===== config.mk =====
export PLATFORM = sky130hd
export DESIGN_NAME = rsw_reset_sequencer_and_watchdog
export DESIGN_NICKNAME = d
export VERILOG_FILES = /design/src/hdl/rsw_pkg.sv /design/src/hdl/rsw_reset_sequencer_and_watchdog.sv
export VERILOG_INCLUDE_DIRS = /design/src /design/src/hdl
export SDC_FILE = /design/constraint.sdc
export NUM_CORES = 1
export LEC_CHECK = 0
export BUFFER_PORTS_ARGS = -buffer_cell sky130_fd_sc_hd__buf_2
export CORE_ASPECT_RATIO = 0.6
export CORE_MARGIN = 4
export CORE_UTILIZATION = 30
export DETAILED_ROUTE_END_ITERATION = 8
export PLACE_DENSITY_LB_ADDON = 0.1
export SYNTH_ARGS = -nofsm -noshare
export SYNTH_HDL_FRONTEND = slang
export SYNTH_SLANG_ARGS = --single-unit

===== constraint.sdc =====
create_clock -name clk -period 3.67 [get_ports clk]
set_input_delay 0.734 -clock clk [delete_from_list [all_inputs] [get_ports clk]]
set_output_delay 0.734 -clock clk [all_outputs]
set_load 0.01 [all_outputs]

===== src/hdl/rsw_defs.svh =====
// Constants for the reset sequencer and digital watchdog
`ifndef RSW_DEFS_SVH
`define RSW_DEFS_SVH

`define RSW_WDOG_ADDR 8'hd8
`define RSW_WDOG_RESET 8'hfe
`define RSW_BIT_ARM 0
`define RSW_BIT_SOFTRST 1
`define RSW_CNT_RESET 7'h7f
`define RSW_CNT_MSB 6
`define RSW_CNT_FALL 7'h40
`define RSW_PERIOD_BITS 6
`define RSW_REG_MSB 7
`define RSW_STAB_CYCLES 2048
`define RSW_STAB_LAST 11'h7ff
`define RSW_DIV_LAST 4'hb
`define RSW_PRE_LAST 8'hff
`define RSW_RESET_VECTOR 12'hffe

`endif


===== src/hdl/rsw_pkg.sv =====
// Types shared by the reset sequencer and digital watchdog
package rsw_pkg;

  typedef enum logic [1:0] {
    RSW_HOLD = 2'b00,
    RSW_DELAY = 2'b01,
    RSW_RUN = 2'b10
  } rsw_state_t;

  // Core access to the watchdog register in data space
  typedef struct packed {
    logic wrEn;
    logic rdEn;
    logic [7:0] addr;
    logic [7:0] wrData;
  } rsw_regreq_t;

  // Start-up commands toward the core
  typedef struct packed {
    logic loadVector;
    logic stackClear;
    logic [11:0] vector;
  } rsw_boot_t;

endpackage


===== src/hdl/rsw_reset_sequencer_and_watchdog.sv =====
// Reset sequencer with stabilisation delay and digital watchdog
`timescale 1ns/1ps
`include "rsw_defs.svh"

module rsw_reset_sequencer_and_watchdog
  import rsw_pkg::*;
(
  input wire logic clk,
  input wire logic nrst,
  input wire logic extResetN,
  input wire logic hwOptionStrap,
  input wire rsw_regreq_t regReq,
  output logic [7:0] regRdData,
  input wire logic stopRequest,
  input wire logic wakeInterrupt,
  input wire logic interruptReturnOp,
  input wire logic pendingInterrupt,
  output logic coreResetN,
  output logic ioPullupForce,
  output rsw_boot_t boot,
  output logic nmiContext,
  output logic serviceInterrupt,
  output logic continueNext,
  output logic oscHalt,
  output logic stopAsWait,
  output logic wdogArmed,
  output logic wdogResetEvent
);

  // Sequencer state
  rsw_state_t state_q;
  rsw_state_t state_d;
  logic [10:0] stabCnt_q;
  logic [10:0] stabCnt_d;
  logic hwOpt_q;
  logic hwOpt_d;
  rsw_boot_t boot_q;
  rsw_boot_t boot_d;
  logic nmiCtx_q;
  logic nmiCtx_d;
  logic svc_q;
  logic svc_d;
  logic cont_q;
  logic cont_d;

  // Clock divider and prescaler
  logic [3:0] div_q;
  logic [3:0] div_d;
  logic [7:0] pre_q;
  logic [7:0] pre_d;

  // Watchdog state; counter bit 0 is the period LSB, bit 6 the soft reset bit
  logic [6:0] cnt_q;
  logic [6:0] cnt_d;
  logic arm_q;
  logic arm_d;
  logic stopped_q;
  logic stopped_d;
  logic wdReset_q;
  logic wdReset_d;
  logic [7:0] rd_q;
  logic [7:0] rd_d;

  logic running;
  logic wdInit;
  logic regHit;
  logic wrHit;
  logic divTick;
  logic stepTick;
  logic countEn;
  logic fallReset;
  logic softReset;
  logic [7:0] regView;
  logic [6:0] wrCnt;

  assign running = (state_q == RSW_RUN);
  // Pin or watchdog reset: the core is held either way
  assign wdInit = !running || wdReset_q;
  assign regHit = (regReq.addr == `RSW_WDOG_ADDR);
  // Writes while the core is held are dropped
  assign wrHit = !wdInit && regReq.wrEn && regHit;

  // Map between the register layout and the physical counter
  genvar gi;
  generate
    for (gi = 0; gi < `RSW_PERIOD_BITS; gi++) begin : g_period
      assign regView[`RSW_REG_MSB - gi] = cnt_q[gi];
      assign wrCnt[gi] = regReq.wrData[`RSW_REG_MSB - gi];
    end
  endgenerate
  assign regView[`RSW_BIT_SOFTRST] = cnt_q[`RSW_CNT_MSB];
  assign regView[`RSW_BIT_ARM] = arm_q;
  assign wrCnt[`RSW_CNT_MSB] = regReq.wrData[`RSW_BIT_SOFTRST];

  // Soft reset bit falling through the count ends the period when armed
  assign fallReset = stepTick && arm_q && !wrHit &&
                     (cnt_q == `RSW_CNT_FALL);
  // A write that clears the soft reset bit resets at once
  assign softReset = wrHit && !regReq.wrData[`RSW_BIT_SOFTRST];

  // Sequencer next state
  always_comb begin
    state_d = state_q;
    stabCnt_d = stabCnt_q;
    hwOpt_d = hwOpt_q;
    boot_d = boot_q;
    boot_d.loadVector = 1'b0;
    nmiCtx_d = nmiCtx_q;
    svc_d = 1'b0;
    cont_d = 1'b0;
    unique case (state_q)
      RSW_HOLD: begin
        // Strap sampled while the core is held
        hwOpt_d = hwOptionStrap;
        stabCnt_d = '0;
        if (extResetN) begin
          state_d = RSW_DELAY;
        end
      end
      RSW_DELAY: begin
        hwOpt_d = hwOptionStrap;
        if (!extResetN) begin
          state_d = RSW_HOLD;
        end else if (stabCnt_q == `RSW_STAB_LAST) begin
          state_d = RSW_RUN;
          boot_d.loadVector = 1'b1;
          boot_d.stackClear = 1'b0;
        end else begin
          stabCnt_d = stabCnt_q + 11'h001;
        end
      end
      RSW_RUN: begin
        if (!extResetN) begin
          state_d = RSW_HOLD;
        end else if (wdReset_q) begin
          state_d = RSW_DELAY;
          stabCnt_d = '0;
        end
        // No context switch in the cycle the watchdog holds the core
        if (interruptReturnOp && nmiCtx_q && !wdReset_q) begin
          nmiCtx_d = 1'b0;
          svc_d = pendingInterrupt;
          cont_d = !pendingInterrupt;
        end
      end
      default: begin
        state_d = RSW_HOLD;
      end
    endcase
    // Reset state must show in the same cycle the watchdog pulls the core
    if ((state_d != RSW_RUN) || wdReset_d) begin
      boot_d.stackClear = 1'b1;
      nmiCtx_d = 1'b1;
    end
  end

  always_ff @(posedge clk or negedge nrst) begin
    if (!nrst) begin
      state_q <= RSW_HOLD;
      stabCnt_q <= '0;
      hwOpt_q <= 1'b0;
      boot_q <= '{loadVector: 1'b0, stackClear: 1'b1, vector: `RSW_RESET_VECTOR};
      nmiCtx_q <= 1'b1;
      svc_q <= 1'b0;
      cont_q <= 1'b0;
    end else begin
      state_q <= state_d;
      stabCnt_q <= stabCnt_d;
      hwOpt_q <= hwOpt_d;
      boot_q <= boot_d;
      nmiCtx_q <= nmiCtx_d;
      svc_q <= svc_d;
      cont_q <= cont_d;
    end
  end

  // Halted oscillator freezes counting; wait mode keeps it running
  assign countEn = !wdInit && !stopped_q;
  // Divide by twelve, then by 256: one counter step every 3072 cycles
  assign divTick = countEn && (div_q == `RSW_DIV_LAST);
  assign stepTick = divTick && (pre_q == `RSW_PRE_LAST);

  always_comb begin
    div_d = div_q;
    pre_d = pre_q;
    if (wdInit || wrHit) begin
      // A reload restarts the period from a clean divider phase
      div_d = '0;
      pre_d = '0;
    end else if (countEn) begin
      div_d = divTick ? 4'h0 : div_q + 4'h1;
      if (divTick) begin
        pre_d = pre_q + 8'h01;
      end
    end
  end

  always_ff @(posedge clk or negedge nrst) begin
    if (!nrst) begin
      div_q <= '0;
      pre_q <= '0;
    end else begin
      div_q <= div_d;
      pre_q <= pre_d;
    end
  end

  // Watchdog next state
  always_comb begin
    cnt_d = cnt_q;
    arm_d = arm_q;
    stopped_d = stopped_q;
    wdReset_d = 1'b0;
    if (wdInit) begin
      // Internal reset reinitialises the whole watchdog
      cnt_d = `RSW_CNT_RESET;
      arm_d = hwOpt_q;
      stopped_d = 1'b0;
    end else begin
      if (wrHit) begin
        cnt_d = wrCnt;
        // A write only ever sets arm; hardware option keeps it forced
        arm_d = arm_q | hwOpt_q | regReq.wrData[`RSW_BIT_ARM];
      end else if (stepTick) begin
        cnt_d = cnt_q - 7'h01;
      end
      // Stop halts the oscillator only when the watchdog cannot run
      // A halted core issues no writes, so arming never meets a halt
      if (stopRequest && !arm_q && !hwOpt_q) begin
        stopped_d = 1'b1;
      end else if (wakeInterrupt) begin
        stopped_d = 1'b0;
      end
      wdReset_d = fallReset || softReset;
    end
  end

  always_ff @(posedge clk or negedge nrst) begin
    if (!nrst) begin
      cnt_q <= `RSW_CNT_RESET;
      arm_q <= 1'b0;
      stopped_q <= 1'b0;
      wdReset_q <= 1'b0;
    end else begin
      cnt_q <= cnt_d;
      arm_q <= arm_d;
      stopped_q <= stopped_d;
      wdReset_q <= wdReset_d;
    end
  end

  // Read data holds until the next read of the register
  always_comb begin
    rd_d = rd_q;
    if (regReq.rdEn && regHit) begin
      // Reads while the core is held return the reset value
      rd_d = wdInit ? `RSW_WDOG_RESET : regView;
    end
  end

  always_ff @(posedge clk or negedge nrst) begin
    if (!nrst) begin
      rd_q <= `RSW_WDOG_RESET;
    end else begin
      rd_q <= rd_d;
    end
  end

  assign regRdData = rd_q;
  assign coreResetN = !wdInit;
  assign ioPullupForce = !coreResetN;
  assign boot = boot_q;
  assign nmiContext = nmiCtx_q;
  assign serviceInterrupt = svc_q;
  assign continueNext = cont_q;
  assign oscHalt = stopped_q;
  assign stopAsWait = running && hwOpt_q && stopRequest;
  assign wdogArmed = arm_q;
  assign wdogResetEvent = wdReset_q;

endmodule


==> results of run 1 <==
## cell usage in the layout (no fill, tap or decap), types with 6 or more instances in the layout
master   netlist  final
nor2_1        42     42
nor3_1         8      8
xor2_1         6      6
conb_1         2     12
a21oi_1        9      9
dfstp_2       16     16
buf_2          1     44
inv_1          9      9
nand3_1       10     10
dfrtp_1       33     33
nand4_1        7      7
xnor2_1       15     15
o21ai_0       12     12
nand2_1       28     28
## sequential cells by signal (all words and copies together) (netlist names)
name,count
state_q,2
nmiContext,1
oscHalt,1
wdogResetEvent,1
boot,2
hwOpt_q,1
serviceInterrupt,1
div_q,4
pre_q,8
wdogArmed,1
continueNext,1
cnt_q,7
regRdData,8
stabCnt_q,11
## worst max path at each step
stage / cells past startpoint / endpoint / from
2_1_floorplan: 5 / cnt_q[6]$_DFFE_PN1P_ / regReq[13]
3_3_place_gp: 6 / cnt_q[6]$_DFFE_PN1P_ / regReq[13]
3_5_place_dp: 6 / cnt_q[6]$_DFFE_PN1P_ / regReq[13]
4_1_cts: 3 / ioPullupForce / state_q[0]$_DFF_PN0_
5_1_grt: 3 / ioPullupForce / state_q[0]$_DFF_PN0_
6_report: 3 / ioPullupForce / state_q[0]$_DFF_PN0_
## critical path, stage by stage (launching register included)
cell and delay [ns]:
dfrtp_1 0.48, nor3b_4 0.49, inv_2 0.24, buf_2 0.20
## area by class of cell
cell class	instances	area, sq um
timing repair buffer	47	243
sequential	49	1250
tap	108	135
clock buffer	5	125
fill	837	5050
clock inverter	3	41.3
inverter	10	37.5
multi-input combinational	197	1160
## stage by stage
step                      power, mW  hold slack (ns)  instance area [sq um]  utilization (%)  std cells
after floorplan               0.607            0.438                   2570                -        276
after global placement        0.639            0.459                   2830             35.1        411
after detailed placement      0.638            0.469                   2830             35.1        411
after CTS                      1.17            0.479                   2990             37.2        419
after global routing           1.21            0.504                   2990             37.2        419
final                          1.15            0.475                   2990             37.2        419
## routing by layer
metal  up-vias  routed length, um
li1        966                  -
met1       849               3460
met2        60               1980
met3         7                435
met4         0                 58
met5         -                  0
## logic make-up (layout without fill, tap and decap cells)
| family | after synthesis | count (layout) | synth area share [%] |
|---|---|---|---|
| simple gates | 127 | 127 | 26.6 |
| other cells | 2 | 12 | 0.296 |
| compound gates | 30 | 30 | 7.06 |
| flops | 49 | 49 | 49.2 |
| mux | 3 | 3 | 1.23 |
| buf+inv | 30 | 65 | 6.42 |
| xor+xnor | 21 | 21 | 7.26 |
| fa+ha+maj | 4 | 4 | 1.97 |
## where the power goes
part	internal [mW]	total [mW]	switching (mW)
Clock	0.319	0.523	0.203
Sequential	0.555	0.564	0.00827
Combinational	0.0238	0.0638	0.0400
Total	0.898	1.15	0.252
==> metrics, run 1 <==
worst skew pair latency=around 0.29 ns; Hold Crit Depth=2; CP max FO=14; TritonCTS buffer count=5; Worst R2R Setup Slack=1.60 ns; CTS tree=yes; GRT Max-Usage Layer=met1; Synth Register Bits=49; fraction of layout cells with a size suffix above 1=around 25%; Mapped Area=around 2500 sq um; wire per inst=~14 um; Main synth FF type=dfrtp_1; PnR worst setup slack=1.22 ns; # hold bufs at CTS=0; Mean Syn Cell Area=9.53 sq um; EDFF count, synth=0; Peak supply drop=~0.17 mV; Seq/Total Area, Yosys=49.2%; PD cells=between 300 and 400 nW/um^2; Netlist cell types=45; GRT met1 Usage=between 20% and 30%; DRT antenna net count=0; CTS Sinks=slightly below 50; first-pass GRT wire length=about 9900 um; Post-route DRC=0; min-delay worst type=flop to flop; max frequency=roughly 0.4 GHz; max-slew violations=0; WP data arrival=around 1.7 ns; Clock Pin Slew Worst Setup and Hold Paths=roughly 0.07 ns; Setup crit start kind=flop; FF-to-FF path depth=5; outcome=finished clean; clock root cell=clkbuf_16; Hold Crit Start=regRdData[1]$_DFFE_PN1P_; Worst-Margin Slew=1.05 ns; area leader, netlist=dfrtp_1; die area=10000 sq um; post-synthesis async set-or-reset flop share=100%; top-area cell type share of the netlist area=32.6%; Slew headroom=30.3%; final hold vios=0; port bufs=44; CTS Buffer Depth=2; largest net degree at the start of global routing=46; Initial Util=approximately a third; clk_skew=0.00537 ns; dpl ws=1.34 ns; Core Footprint=about 8000 sq um; Detailed Route WL=~5900 um; # setup viols final=0; hold endpoint=regRdData[1]$_DFFE_PN1P_; worst r2r dst=wdogArmed$_DFFE_PN0N_; vias in the first global route=~1800; synth cell count leaders=nor2_1, dfrtp_1, nand2_1; Antenna Cells=0; antenna violations before repair=0; CP required=approximately 3 ns; YS warnings=0; GRT Util Overall=approximately 13%; DIE HEIGHT=79.2 um; GPL Wtd Cong=0.809; grt met3 use=under 10%; RSZ-0062 raised after global routing=no; Avg Vias per Cell=~4.5; Final period util=between 60% and 70%; GR met2 Demand/Resource=between 10% and 20%; GR Overflow Total=0; Cells after Synth=between 200 and 300; kind of critical path=flop to primary output; Critical Path End Type=primary output; hpwl dp=around 4400 um; vias=1882; cts repair resizes=0; Area Growth Syn to Fin=18.0%; worst r2r src=state_q[0]$_DFF_PN0_; cell with the most instances after synthesis=nor2_1; synth top area cells=dfrtp_1, dfstp_2, nor2_1, xnor2_1, nand2_1; # H-tree levels=2; nets=340; DRT iter0 DRCs=between 100 and 150; setup total negative slack=0 ns; I/O pin cnt=57; die width=127 um; minimum clock period=roughly 2.4 ns; max-cap violations=0; Rows=25; Pre-Repair DR Iteration Count=4; Post-CTS Setup Inserts=0; static leakage=about 1.3 nW
Power figures use the tool's default switching activity.
==> inputs of run 2 (changes only) <==
--- a/config.mk
+++ b/config.mk
@@ -6,6 +6,7 @@
 export SDC_FILE = /design/constraint.sdc
 export NUM_CORES = 1
 export LEC_CHECK = 0
+export ABC_AREA = 1
 export BUFFER_PORTS_ARGS = -buffer_cell sky130_fd_sc_hd__buf_2
 export CORE_ASPECT_RATIO = 0.6
 export CORE_MARGIN = 4
==> constraint.sdc (replaced) <==
create_clock -name clk -period 2.2 [get_ports clk]
set_input_delay 0.44 -clock clk [delete_from_list [all_inputs] [get_ports clk]]
set_output_delay 0.44 -clock clk [all_outputs]
set_load 0.01 [all_outputs]
==> metrics, run 2 <==
EDFF count, synth=0 (unchanged); commonest non-fill, non-tap cell in the layout=nand2_1 (was buf_2); worst skew pair latency=0.29 ns (about the same); PD cells=640 nW/um^2 (was 384 nW/um^2); non-filler cells, final=573 (was 419); Mean Syn Cell Area=7.60 sq um (was 9.53 sq um); static leakage=1.71 nW (was 1.33 nW); I/O pin cnt=57 (unchanged); Peak supply drop=0.291 mV (was 0.169 mV); GR Overflow Total=0 (unchanged); Critical Path End Type=primary output (unchanged); Synth Register Bits=49 (unchanged); clock root cell=clkbuf_16 (unchanged); DRT iter0 DRCs=139 (was 109); RSZ-0062 raised after global routing=no (unchanged); area leader, netlist=dfrtp_1 (unchanged); most frequent cells in the layout=nand2_1, nor2_1, buf_2 (was buf_2, nor2_1, dfrtp_1); Cells after Synth=395 (was 266); final hold vios=0 (unchanged); max frequency=approximately 0.52 GHz; # H-tree levels=2 (unchanged); post-synthesis async set-or-reset flop share=100% (unchanged); Main synth FF type=dfrtp_1 (unchanged); Pre-Repair DR Iteration Count=4 (unchanged); min-delay worst type=input port to asynchronous set/reset pin (was flop to flop); fillcell total=1027 (was 837); Seq/Total Area, Yosys=41.5% (was 49.2%); vias=2488 (was 1882); Initial Util=31.7% (was 31.5%); DIE HEIGHT=85.5 um (was 79.2 um); CTS Buffer Depth=2 (unchanged); Placed Area=3320 sq um (was 2830 sq um); fraction of layout cells with a size suffix above 1=22.8% (was 25.4%); largest net degree at the start of global routing=31 (was 46); Multi-input gate area=1480 sq um (was 1160 sq um); # setup viols final=0 (unchanged); antenna violations before repair=0 (unchanged); TritonCTS buffer count=5 (unchanged); largest register by flop count=stabCnt_q (unchanged); Setup crit start kind=flop (unchanged); synth top area cells=dfrtp_1, nand2_1, dfstp_2, nand3_1, nor2_1 (was dfrtp_1, dfstp_2, nor2_1, xnor2_1, nand2_1); outcome=finished clean (unchanged); kind of critical path=flop to primary output (unchanged); cell with the most instances after synthesis=nand2_1 (was nor2_1); WP data arrival=1.48 ns (was 1.71 ns); Antenna Cells=0 (unchanged); # hold bufs at CTS=0 (unchanged); Clock Pin Slew Worst Setup and Hold Paths=0.07 ns (about the same); Post-route DRC=0 (unchanged); Worst-Margin Slew=0.535 ns (was 1.05 ns); Detailed Route WL=7280 um (was 5930 um); port bufs=44 (unchanged); hpwl dp=5600 um (was 4420 um); final instance area=3490 sq um (was 2990 sq um); CTS tree=yes (unchanged); setup total negative slack=0 ns (unchanged); sequential cell area=1250 sq um (unchanged); die width=137 um (was 127 um); cts repair resizes=0 (unchanged); CTS Sinks=49 (unchanged); Avg Vias per Cell=4.34 (was 4.49); max-cap violations=0 (unchanged); Netlist cell types=38 (was 45); Slew headroom=64.3% (was 30.3%); synth cell count leaders=nand2_1, nor2_1, inv_1 (was nor2_1, dfrtp_1, nand2_1); max reg flops=11 (unchanged); DRT antenna net count=0 (unchanged); max-slew violations=0 (unchanged); Area Growth Syn to Fin=16.3% (was 18.0%); Mapped Area=3000 sq um (was 2530 sq um); dpl cells=565 (was 411); wire per inst=12.7 um (was 14.2 um); CP max FO=22 (was 14); GPL Wtd Cong=0.800 (was 0.809); clk_skew=0.00583 ns (was 0.00537 ns); Final period util=87.4%; nets=472 (was 340); Core Footprint=9460 sq um (was 8040 sq um); utilization after layout=36.9% (was 37.2%); die area=11700 sq um (was 10000 sq um); Rows=27 (was 25); Post-CTS Setup Inserts=0 (unchanged); GRT Util Overall=13.1% (was 12.7%); CP required=1.76 ns (was 2.94 ns); YS warnings=0 (unchanged); minimum clock period=slightly below 2 ns; vias in the first global route=2366 (was 1817); first-pass GRT wire length=12100 um (was 9940 um); top-area cell type share of the netlist area=27.5% (was 32.6%)
-- run 2: logic make-up (layout without fill, tap and decap cells) --
| group | Yosys count | in the layout | synth area share (%) |
|---|---|---|---|
| fa+ha+maj | 4 | 4 | 1.67 |
| flops | 49 | 49 | 41.5 |
| buf+inv | 63 | 101 | 10.4 |
| xor+xnor | 8 | 8 | 2.34 |
| other cells | 2 | 12 | 0.250 |
| simple gates | 235 | 235 | 36.7 |
| compound gates | 34 | 34 | 7.09 |
-- run 2: final cells by class --
type,count,share of cell area (%)
clock inverters,1,0.861
flip-flops and latches,49,35.7
multi-input cells,293,42.4
repair buffers,47,7.32
inverters,46,4.95
clock buffers,7,4.09
well taps,130,4.66
-- run 2: final timing paths --
kind	startpoint	end	slack, ns	depth (start not counted)
setup / recovery	state_q[0]$_DFF_PN0_	coreResetN	0.28	4
hold / removal	nrst	continueNext$_DFF_PN0_	0.10	1
setup reg to reg	stabCnt_q[0]$_DFFE_PN0P_	stabCnt_q[5]$_DFFE_PN0P_	0.52	10
hold reg to reg	cnt_q[6]$_DFFE_PN1P_	cnt_q[6]$_DFFE_PN1P_	0.48	2
max in group asynchronous	nrst	regRdData[1]$_DFFE_PN1P_	1.50	2
min in group clk	pendingInterrupt	continueNext$_DFF_PN0_	0.31	2
-- run 2: power by group --
part | switching, mW | total, mW | internal (mW) | leakage [nW]
Combinational | 0.211 | 0.311 | 0.0997 | 1.02
Clock | 0.346 | 0.916 | 0.569 | 0.0841
Sequential | 0.0460 | 1.01 | 0.960 | 0.614
-- run 2: layer usage --
layer,vias to the layer above,global-route usage (%),part of all wire (%)
met5,-,0,0
met4,0,2.45,0.66
met3,4,3.67,5.2
met2,50,16.2,36
met1,1117,21.6,58
li1,1317,-,-
-- run 2: stage by stage --
step | worst slack, ns | hold slack, ns | total power [mW]
finish | 0.278 | 0.101 | 2.23
global route | 0.194 | 0.135 | 2.36
CTS | 0.251 | 0.114 | 2.27
detailed placement | 0.516 | 0.431 | 1.34
global placement | 0.548 | 0.429 | 1.34
floorplan | 0.776 | 0.144 | 1.25
-- run 2: worst max-delay path, cell delays in order (launching register included) --
cell,delay (ns)
dfrtp_1,0.40
inv_2,0.14
nand2_2,0.11
nor2_8,0.33
buf_2,0.21
